$ cat config.mk
export PLATFORM = sky130hd
export DESIGN_NAME = multi_port_io_block
export DESIGN_NICKNAME = d
export VERILOG_FILES = /design/src/pin_slice.v /design/src/multi_port_io_block.v
export VERILOG_INCLUDE_DIRS = /design/src /design/src/src
export SDC_FILE = /design/constraint.sdc
export NUM_CORES = 1
export LEC_CHECK = 0
export BUFFER_PORTS_ARGS = -buffer_cell sky130_fd_sc_hd__buf_2
export CAP_MARGIN = 20
export CORE_MARGIN = 2
export CORE_UTILIZATION = 53
export CTS_CLUSTER_DIAMETER = 60
export CTS_CLUSTER_SIZE = 28
export DETAILED_ROUTE_END_ITERATION = 10
export GPL_TIMING_DRIVEN = 0
export PLACE_DENSITY = 0.83
export SYNTH_ARGS = -nofsm -noshare
export SYNTH_HDL_FRONTEND = slang
export SYNTH_SLANG_ARGS = --single-unit
$ cat constraint.sdc
create_clock -name clk -period 1.8 [get_ports clk]
set_input_delay 0.09 -clock clk [delete_from_list [all_inputs] [get_ports clk]]
set_output_delay 0.09 -clock clk [all_outputs]
set_load 0.005 [all_outputs]
$ cat src/multi_port_io_map.vh
`ifndef MULTI_PORT_IO_MAP_VH
`define MULTI_PORT_IO_MAP_VH

// ****************************************
// port widths
// ****************************************
`define SIX_W    6
`define THREE_W  3
`define OCT_W    8

// ****************************************
// reset values
// ****************************************
`define SIX_DIR_RST     6'h00
`define SIX_LATCH_RST   6'h00
`define THREE_DIR_RST   3'h0
`define THREE_LATCH_RST 3'h7
`define OCT_DIR_RST     8'h00
`define OCT_LATCH_RST   8'h00
`define OCT_OD_RST      8'h00
`define AIN_DIS_RST     1'b1

// ****************************************
// port select codes on the cpu access
// ****************************************
`define SEL_SIX    3'h0
`define SEL_THREE  3'h1
`define SEL_MOTOR  3'h2
`define SEL_SERIAL 3'h3
`define SEL_ANALOG 3'h4

// ****************************************
// register select within a port
// ****************************************
`define REG_LATCH  2'h0
`define REG_DIR    2'h1
`define REG_OD     2'h2

// ****************************************
// fill value for undefined read bits of the three-bit port
// ****************************************
`define THREE_FILL 5'h00

`endif

$ cat src/pin_slice.v
`timescale 1ns/1ps
// ****************************************
// one port: pin synchroniser and pad drive
// ****************************************
module pin_slice #(
  parameter W = 8
) (
  // clock and reset
  input  wire         clk,
  input  wire         resetn,
  // port state
  input  wire [W-1:0] dir,
  input  wire [W-1:0] latch,
  input  wire [W-1:0] open_drain,
  input  wire [W-1:0] force_hiz,
  // pads
  input  wire [W-1:0] pin_in,
  output wire [W-1:0] pin_out,
  output wire [W-1:0] pin_oe,
  // synchronised pin level
  output reg  [W-1:0] pin_sync
);

  reg [W-1:0] pin_meta;

  always @(posedge clk or negedge resetn) begin
    if (!resetn) begin
      pin_meta <= {W{1'b0}};
      pin_sync <= {W{1'b0}};
    end else begin
      pin_meta <= pin_in;
      pin_sync <= pin_meta;
    end
  end

  genvar i;
  generate
    for (i = 0; i < W; i = i + 1) begin : g_bit
      // open drain pulls low only; a latch one releases the pin
      assign pin_out[i] = latch[i];
      assign pin_oe[i]  = dir[i] & ~force_hiz[i] & ~(open_drain[i] & latch[i]);
    end
  endgenerate

endmodule // pin_slice

$ cat src/multi_port_io_block.v
// Functional notes
// RQ1 - outputs come from held latches; inputs are live pin levels, never latched
// RQ2 - pin data is sampled in state s1 of the read cycle
// RQ3 - latches and pins update in state s2 of the write cycle
// RQ4 - read-modify-write reads the latch; other reads return the pin level
// RQ5 - six-bit port resets to input mode with latch zero
// RQ6 - three-bit latch resets to ones; software keeps ones for inputs
// RQ7 - three-bit port reads give undefined upper bits seven to three
// RQ8 - in stop mode the stop release pin floats regardless of output hold
// RQ9 - falling edge of own output on interrupt pin sets the interrupt latch
// RQ10 - motor port resets to input mode with latch zero
// RQ11 - motor port has per-bit open drain select, reset to tri-state
// RQ12 - open drain ports: read-modify-write reads latch, others read pin
// RQ13 - software sets motor latch bits to one for motor drive output
// RQ14 - serial port resets to input, latch zero, tri-state
// RQ15 - analog port resets direction and latch zero, input disable set (analog_input_disable is an input here and the block does not reset it)
// RQ16 - digital input on analog port needs direction zero and latch one
// RQ17 - analog input needs direction and latch zero before conversion starts
// RQ18 - analog port bits with latch zero read as zero
// RQ19 - software keeps analog pins inputs and avoids writes while converting
// RQ20 - analog read-modify-write reads pins and rewrites all eight latches
// RQ21 - a pin drives its latch only while its direction bit is one
`timescale 1ns/1ps
`include "multi_port_io_map.vh"

module multi_port_io_block (
  // clock and reset
  input  wire                   clk,
  input  wire                   resetn,
  // cpu state phases
  input  wire                   state_s1,
  input  wire                   state_s2,
  // cpu access
  input  wire                   rd_req,
  input  wire                   wr_req,
  input  wire                   rmw,
  input  wire [2:0]             port_sel,
  input  wire [1:0]             reg_sel,
  input  wire [7:0]             wr_data,
  output reg  [7:0]             rd_data,
  // mode controls
  input  wire                   stop_mode,
  input  wire                   stop_output_hold,
  input  wire                   analog_input_disable,
  // six-bit port pads
  input  wire [`SIX_W-1:0]      six_bit_port_in,
  output wire [`SIX_W-1:0]      six_bit_port_out,
  output wire [`SIX_W-1:0]      six_bit_port_oe,
  // three-bit port pads
  input  wire [`THREE_W-1:0]    three_bit_port_in,
  output wire [`THREE_W-1:0]    three_bit_port_out,
  output wire [`THREE_W-1:0]    three_bit_port_oe,
  output reg  [`THREE_W-1:0]    ext_int_self_set,
  // motor port pads
  input  wire [`OCT_W-1:0]      motor_port_in,
  output wire [`OCT_W-1:0]      motor_port_out,
  output wire [`OCT_W-1:0]      motor_port_oe,
  // serial port pads
  input  wire [`OCT_W-1:0]      serial_port_in,
  output wire [`OCT_W-1:0]      serial_port_out,
  output wire [`OCT_W-1:0]      serial_port_oe,
  // analog port pads
  input  wire [`OCT_W-1:0]      analog_port_in,
  output wire [`OCT_W-1:0]      analog_port_out,
  output wire [`OCT_W-1:0]      analog_port_oe
);

  // ****************************************
  // latches and controls
  // ****************************************
  reg  [`SIX_W-1:0]   six_bit_port_direction;
  reg  [`SIX_W-1:0]   six_bit_port_latch;
  reg  [`THREE_W-1:0] three_bit_port_latch;
  reg  [`OCT_W-1:0]   motor_port_direction;
  reg  [`OCT_W-1:0]   motor_port_latch;
  reg  [`OCT_W-1:0]   motor_port_open_drain;
  reg  [`OCT_W-1:0]   serial_port_direction;
  reg  [`OCT_W-1:0]   serial_port_latch;
  reg  [`OCT_W-1:0]   serial_port_open_drain;
  reg  [`OCT_W-1:0]   analog_port_direction;
  reg  [`OCT_W-1:0]   analog_port_latch;
  reg  [`THREE_W-1:0] three_out_prev;

  // the three-bit port has no direction register: it drives as
  // quasi open drain, so a latch one leaves the pin free for input
  wire [`THREE_W-1:0] three_dir = ~three_bit_port_latch;
  // so a zero in the latch drives low and the pin is never driven high

  // ****************************************
  // synchronised pin levels and pad drive
  // ****************************************
  wire [`SIX_W-1:0]   six_pin;
  wire [`THREE_W-1:0] three_pin;
  wire [`OCT_W-1:0]   motor_pin;
  wire [`OCT_W-1:0]   serial_pin;
  wire [`OCT_W-1:0]   analog_pin;
  wire [`THREE_W-1:0] three_hiz;

  // pin levels pass two flops before any read; a pin that moves in the
  // two cycles before a read may still show its old level
  // stop release pin floats in stop whatever the hold bit says
  assign three_hiz = {{(`THREE_W-1){stop_mode & ~stop_output_hold}}, stop_mode}; // see RQ8

  // six-bit port: plain push-pull, no open drain select
  pin_slice #(.W(`SIX_W)) u_six (
    .clk        (clk),
    .resetn     (resetn),
    .dir        (six_bit_port_direction),
    .latch      (six_bit_port_latch),
    .open_drain ({`SIX_W{1'b0}}),
    .force_hiz  ({`SIX_W{1'b0}}),
    .pin_in     (six_bit_port_in),
    .pin_out    (six_bit_port_out),
    .pin_oe     (six_bit_port_oe),
    .pin_sync   (six_pin)
  ); // see RQ21

  // three-bit port: the latch decides the drive, and stop mode can force the pins to float
  pin_slice #(.W(`THREE_W)) u_three (
    .clk        (clk),
    .resetn     (resetn),
    .dir        (three_dir),
    .latch      (three_bit_port_latch),
    .open_drain ({`THREE_W{1'b0}}),
    .force_hiz  (three_hiz),
    .pin_in     (three_bit_port_in),
    .pin_out    (three_bit_port_out),
    .pin_oe     (three_bit_port_oe),
    .pin_sync   (three_pin)
  );

  // motor port: open drain releases the pin on a latch one
  pin_slice #(.W(`OCT_W)) u_motor (
    .clk        (clk),
    .resetn     (resetn),
    .dir        (motor_port_direction),
    .latch      (motor_port_latch),
    .open_drain (motor_port_open_drain),
    .force_hiz  ({`OCT_W{1'b0}}),
    .pin_in     (motor_port_in),
    .pin_out    (motor_port_out),
    .pin_oe     (motor_port_oe),
    .pin_sync   (motor_pin)
  ); // see RQ11

  // serial port: same drive scheme as the motor port
  pin_slice #(.W(`OCT_W)) u_serial (
    .clk        (clk),
    .resetn     (resetn),
    .dir        (serial_port_direction),
    .latch      (serial_port_latch),
    .open_drain (serial_port_open_drain),
    .force_hiz  ({`OCT_W{1'b0}}),
    .pin_in     (serial_port_in),
    .pin_out    (serial_port_out),
    .pin_oe     (serial_port_oe),
    .pin_sync   (serial_pin)
  );

  // analog port drive ignores the converter; keeping analog pins as
  // inputs is left to software
  pin_slice #(.W(`OCT_W)) u_analog (
    .clk        (clk),
    .resetn     (resetn),
    .dir        (analog_port_direction),
    .latch      (analog_port_latch),
    .open_drain ({`OCT_W{1'b0}}),
    .force_hiz  ({`OCT_W{1'b0}}),
    .pin_in     (analog_port_in),
    .pin_out    (analog_port_out),
    .pin_oe     (analog_port_oe),
    .pin_sync   (analog_pin)
  );

  // ****************************************
  // read data selection
  // ****************************************
  // the gate also keeps a floating analog pin from reading as one
  // analog inputs read low while disabled or while the latch is zero
  wire [`OCT_W-1:0] analog_in_gated =
    analog_pin & analog_port_latch & {`OCT_W{~analog_input_disable}}; // see RQ15 see RQ18

  // rd_data is registered so the cpu value stays put until the next
  // read capture, whatever the pins do meanwhile; a read outside s1
  // leaves the last captured value in place
  reg [7:0] next_rd_data;

  always @* begin
    next_rd_data = 8'h00;
    if (reg_sel == `REG_DIR) begin
      if (port_sel == `SEL_SIX) begin
        next_rd_data = {2'h0, six_bit_port_direction};
      end else if (port_sel == `SEL_MOTOR) begin
        next_rd_data = motor_port_direction;
      end else if (port_sel == `SEL_SERIAL) begin
        next_rd_data = serial_port_direction;
      end else if (port_sel == `SEL_ANALOG) begin
        next_rd_data = analog_port_direction;
      end
    end else if (reg_sel == `REG_OD) begin
      if (port_sel == `SEL_MOTOR) begin
        next_rd_data = motor_port_open_drain;
      end else if (port_sel == `SEL_SERIAL) begin
        next_rd_data = serial_port_open_drain;
      end
    end else if (port_sel == `SEL_SIX) begin
      next_rd_data = {2'h0, rmw ? six_bit_port_latch : six_pin}; // see RQ4 see RQ1
    end else if (port_sel == `SEL_THREE) begin
      // undefined upper bits read as zero so a compare never meets x
      next_rd_data = {`THREE_FILL, rmw ? three_bit_port_latch : three_pin}; // see RQ7 see RQ4
    end else if (port_sel == `SEL_MOTOR) begin
      next_rd_data = rmw ? motor_port_latch : motor_pin; // see RQ12
    end else if (port_sel == `SEL_SERIAL) begin
      next_rd_data = rmw ? serial_port_latch : serial_pin; // see RQ12
    end else if (port_sel == `SEL_ANALOG) begin
      // rmw still reads the pins here, so all eight latches get the pin image
      next_rd_data = analog_in_gated; // see RQ20
    end
  end

  always @(posedge clk or negedge resetn) begin
    if (!resetn) begin
      rd_data <= 8'h00;
    end else if (rd_req && state_s1) begin
      rd_data <= next_rd_data; // see RQ2
    end
  end

  // ****************************************
  // latch and control writes
  // ****************************************
  wire wr_hit = wr_req & state_s2; // see RQ3

  // writes to unmapped selects are dropped without trace: the three-bit
  // port has no direction or open drain select, and only the motor and
  // serial ports have an open drain select; back to back writes are fine

  always @(posedge clk or negedge resetn) begin
    if (!resetn) begin
      six_bit_port_direction <= `SIX_DIR_RST; // see RQ5
      six_bit_port_latch     <= `SIX_LATCH_RST;
      three_bit_port_latch   <= `THREE_LATCH_RST; // see RQ6
      motor_port_direction   <= `OCT_DIR_RST; // see RQ10
      motor_port_latch       <= `OCT_LATCH_RST;
      motor_port_open_drain  <= `OCT_OD_RST; // see RQ11
      serial_port_direction  <= `OCT_DIR_RST; // see RQ14
      serial_port_latch      <= `OCT_LATCH_RST;
      serial_port_open_drain <= `OCT_OD_RST;
      analog_port_direction  <= `OCT_DIR_RST; // see RQ15
      analog_port_latch      <= `OCT_LATCH_RST;
    end else if (wr_hit) begin
      if (port_sel == `SEL_SIX) begin
        if (reg_sel == `REG_LATCH) begin
          six_bit_port_latch <= wr_data[`SIX_W-1:0];
        end else if (reg_sel == `REG_DIR) begin
          six_bit_port_direction <= wr_data[`SIX_W-1:0];
        end
      end else if (port_sel == `SEL_THREE) begin
        if (reg_sel == `REG_LATCH) begin
          three_bit_port_latch <= wr_data[`THREE_W-1:0];
        end
      end else if (port_sel == `SEL_MOTOR) begin
        if (reg_sel == `REG_LATCH) begin
          motor_port_latch <= wr_data;
        end else if (reg_sel == `REG_DIR) begin
          motor_port_direction <= wr_data;
        end else if (reg_sel == `REG_OD) begin
          motor_port_open_drain <= wr_data;
        end
      end else if (port_sel == `SEL_SERIAL) begin
        if (reg_sel == `REG_LATCH) begin
          serial_port_latch <= wr_data;
        end else if (reg_sel == `REG_DIR) begin
          serial_port_direction <= wr_data;
        end else if (reg_sel == `REG_OD) begin
          serial_port_open_drain <= wr_data;
        end
      end else if (port_sel == `SEL_ANALOG) begin
        if (reg_sel == `REG_LATCH) begin
          analog_port_latch <= wr_data; // see RQ20
        end else if (reg_sel == `REG_DIR) begin
          analog_port_direction <= wr_data;
        end
      end
    end
  end

  // ****************************************
  // self-triggered interrupt on the three-bit port
  // ****************************************
  // edge taken from the driven level so a bit the port drives low
  // fires its interrupt latch even with no external activity
  wire [`THREE_W-1:0] three_driven = three_bit_port_latch | ~three_bit_port_oe;
  // the pulse is registered and appears one clock after the latch changes;
  // leaving stop also counts as a fall where the latch is zero and stop floated the pin

  always @(posedge clk or negedge resetn) begin
    if (!resetn) begin
      three_out_prev   <= `THREE_LATCH_RST;
      ext_int_self_set <= {`THREE_W{1'b0}};
    end else begin
      three_out_prev   <= three_driven;
      ext_int_self_set <= three_out_prev & ~three_driven; // see RQ9
    end
  end

endmodule // multi_port_io_block

==> metrics.md <==
| Metric | Value |
|---|---|
| R2R cell count | 5 |
| Flop-to-flop setup slack | 0.21 ns |
| Post-route ant nets | 0 |
| Register area share after synthesis | 0.622 |
| DIE AREA | 13000 um^2 |
| FF-to-FF End | rd_data[7] |
| I/O pins | 133 |
| Inst Count DP | 727 |
| Final total power | 0.00863 W |
| Antenna violations before repair | 0 |
| Worst skew pair latency | 0.43 ns |
| Skew final | 0.00611 ns |
| Hold path endpoint | rd_data[1] |
| Detailed placement HPWL | 11.5 mm |
| Synthesized area | 6410 um^2 |
| First-pass GRT wire length | 27.0 mm |
| CTS H-tree depth | 4 |
| Largest net degree at the start of global routing | 86 |
| Area leader, netlist | dfrtp_1 |
| Synth Net Count | 508 |
| Status | finished clean |
| DR iter-0 viols | 445 |
| WL final | 17.5 mm |
| Chip width | 114 um |
| Clk root buf | clkbuf_16 |
| Via count | 4716 |
| Antenna Diode Count | 0 |
| Finished Layout Cells | 800 |
| Worst vdd ir | 0.664 mV |
| Rel. slew slack | 0.419 |
| Worst Tran Pin Value | 0.864 ns |
| Top-area cell type share of the netlist area | 0.597 |
| Worst EP required | 2.11 ns |
| Syn-to-layout area delta | 27.9% |
| Fin. max-slew vios | 0 |
| Fraction of layout cells with a size suffix above 1 | 0.423 |
| FF+latch count, synth | 159 |
| Total GRT Usage | 0.281 |
| Setup-failing EPs final | 0 |
| Remaining Overflow, GRT | 0 |
| Clock buffers created by TritonCTS | 17 |
| Hold WC Path Type | in2reg |
| Syn avg cell area | 14.2 um^2 |
| Post-synth EDFFs | 0 |
| Pwr per Cell Area | 1050 nW/um^2 |
| CTS tree | yes |
| Fin crit period | 1.59 ns |
| HP Start | state_s1 |
| CP arrival | 1.91 ns |
| Reg-to-reg startpoint | motor_port_latch[7] |
| Vias in the first global route | 4987 |
| Fin. Hold Viols | 0 |
| Synth area leaders | dfrtp_1, mux2_2, mux2i_1 |
| Clock transition at path regs | 0.06 ns |
| Residual DRC | 0 |
| Final period util | 0.885 |
| WL/cell | 21.9 um |
| Post-synth ARST share | 1.00 |
| Most instantiated cells after synthesis | dfrtp_1, mux2_2, mux2i_1 |
| Die Y | 114 um |
| Max_cap viols | 0 |
| Yosys warns | 0 |
| FP Rows | 40 |
| Via/cell ratio | 5.90 |
| Fmax | 628 MHz |
| Leak | 3.97 nW |
| PortBufs | 127 |
| Postcts setup bufs | 0 |
| Starting density of the core | 0.538 |
| Clk sink count | 159 |
| DRT Pass-1 Iters | 6 |
| CP Launch Type | register |
| Nets | 696 |
| Crit Path Max Fanout | 5 |
| Count leader, synth | dfrtp_1 |
| Hold WS | 0.221 ns |
| Post-synthesis cell type count | 46 |
| Setup CP Type | reg2reg |
| Gpl congestion | 0.922 |
| Main synth FF type | dfrtp_1 |
| Clock Path Buffers | 2 |
| Hold Crit Depth | 3 |
| Core ar. | 11900 um^2 |
| Worst setup EP type | register |
| Syn Inst Count | 452 |
| RSZ-0062 raised after global routing | no |
## cells in the final DEF (no fill, tap or decap), types with 3 or more instances in the layout
cell type and n:
a211o_1 4, a21boi_0 17, a21oi_1 18, a22oi_1 9
a31oi_1 8, and2_1 4, buf_1 4, buf_2 135
buf_4 3, clkbuf_1 13, clkbuf_16 17, clkinv_2 5
dfrtp_1 153, dfstp_2 6, dlygate4sd3_1 41, inv_1 5
mux2_1 4, mux2_2 86, mux2i_1 21, nand2_1 16
nand2b_1 3, nor2_1 11, nor2_2 3, nor2b_1 7
nor3_1 3, o211ai_1 3, o21ai_0 12, o221a_2 5
o31ai_1 4
## cells by family (layout without fill, tap and decap cells)
| logic type | count (synthesis) | after routing | synth area share |
|---|---|---|---|
| adders and majority gates | 2 | 2 | 0.00312 |
| AOI/OAI and AO/OA | 92 | 92 | 0.0992 |
| DFF | 159 | 159 | 0.622 |
| buffers and inverters | 28 | 229 | 0.0211 |
| and+or+nand+nor | 58 | 58 | 0.0566 |
| muxes | 113 | 113 | 0.198 |
## worst max path at each step
stage / start / slack [ns] / endpoint
floorplan: port_sel[0] / 0.35 / rd_data[1]
global placement: resetn / -1.46 / serial_port_latch[6]
detailed placement: port_sel[2] / -0.16 / analog_port_latch[1]
CTS: u_motor.pin_sync[2] / 0.23 / rd_data[2]
global route: port_sel[2] / 0.16 / analog_port_latch[1]
finish: motor_port_latch[7] / 0.21 / rd_data[7]
## routing by layer
metal  share of wire  GRT usage
met2            0.49      0.458
met1            0.38      0.347
met5               0          0
met4           0.034      0.126
met3           0.096     0.0861
## power breakdown
part	internal (W)	switching [W]	total [W]	leakage, nW
Sequential	0.00394	0.000267	0.00421	1.98
Combinational	0.000613	0.000562	0.00117	1.74
Clock	0.00189	0.00137	0.00325	0.252
Total	0.00644	0.00219	0.00863	3.97
## critical path, stage by stage (launching register included)
cell	delay, ns
dfrtp_1	0.43
mux2_2	0.30
a32oi_1	0.24
maj3_1	0.25
o21ai_1	0.07
a22o_1	0.19
## layout make-up
class / instances / area (um^2)
multi-input cells: 265 / 2290
fillers: 837 / 3720
repair buffers: 169 / 1080
flip-flops and latches: 159 / 3990
well taps: 147 / 184
clock inverters: 8 / 70.1
clock buffers: 24 / 452
inverters: 5 / 18.8
plain buffers: 23 / 116
## what timing repair did
item | 4_1_cts | 5_1_grt
hold buffers | 41 | 0
gates resized for setup | 0 | 0
endpoints found under the hold margin | 116 | 0
## stage by stage
step | TNS (ns) | util | area, um^2 | setup WS (ns)
finish | 0 | 0.688 | 8190 | 0.207
global route | 0 | 0.688 | 8190 | 0.162
CTS | 0 | 0.688 | 8190 | 0.232
detailed placement | -4.34 | 0.610 | 7260 | -0.159
global placement | -230.90 | 0.607 | 7230 | -1.46
floorplan | 0 | - | 6410 | 0.349
Note: power is estimated with default switching activity, not from simulation.
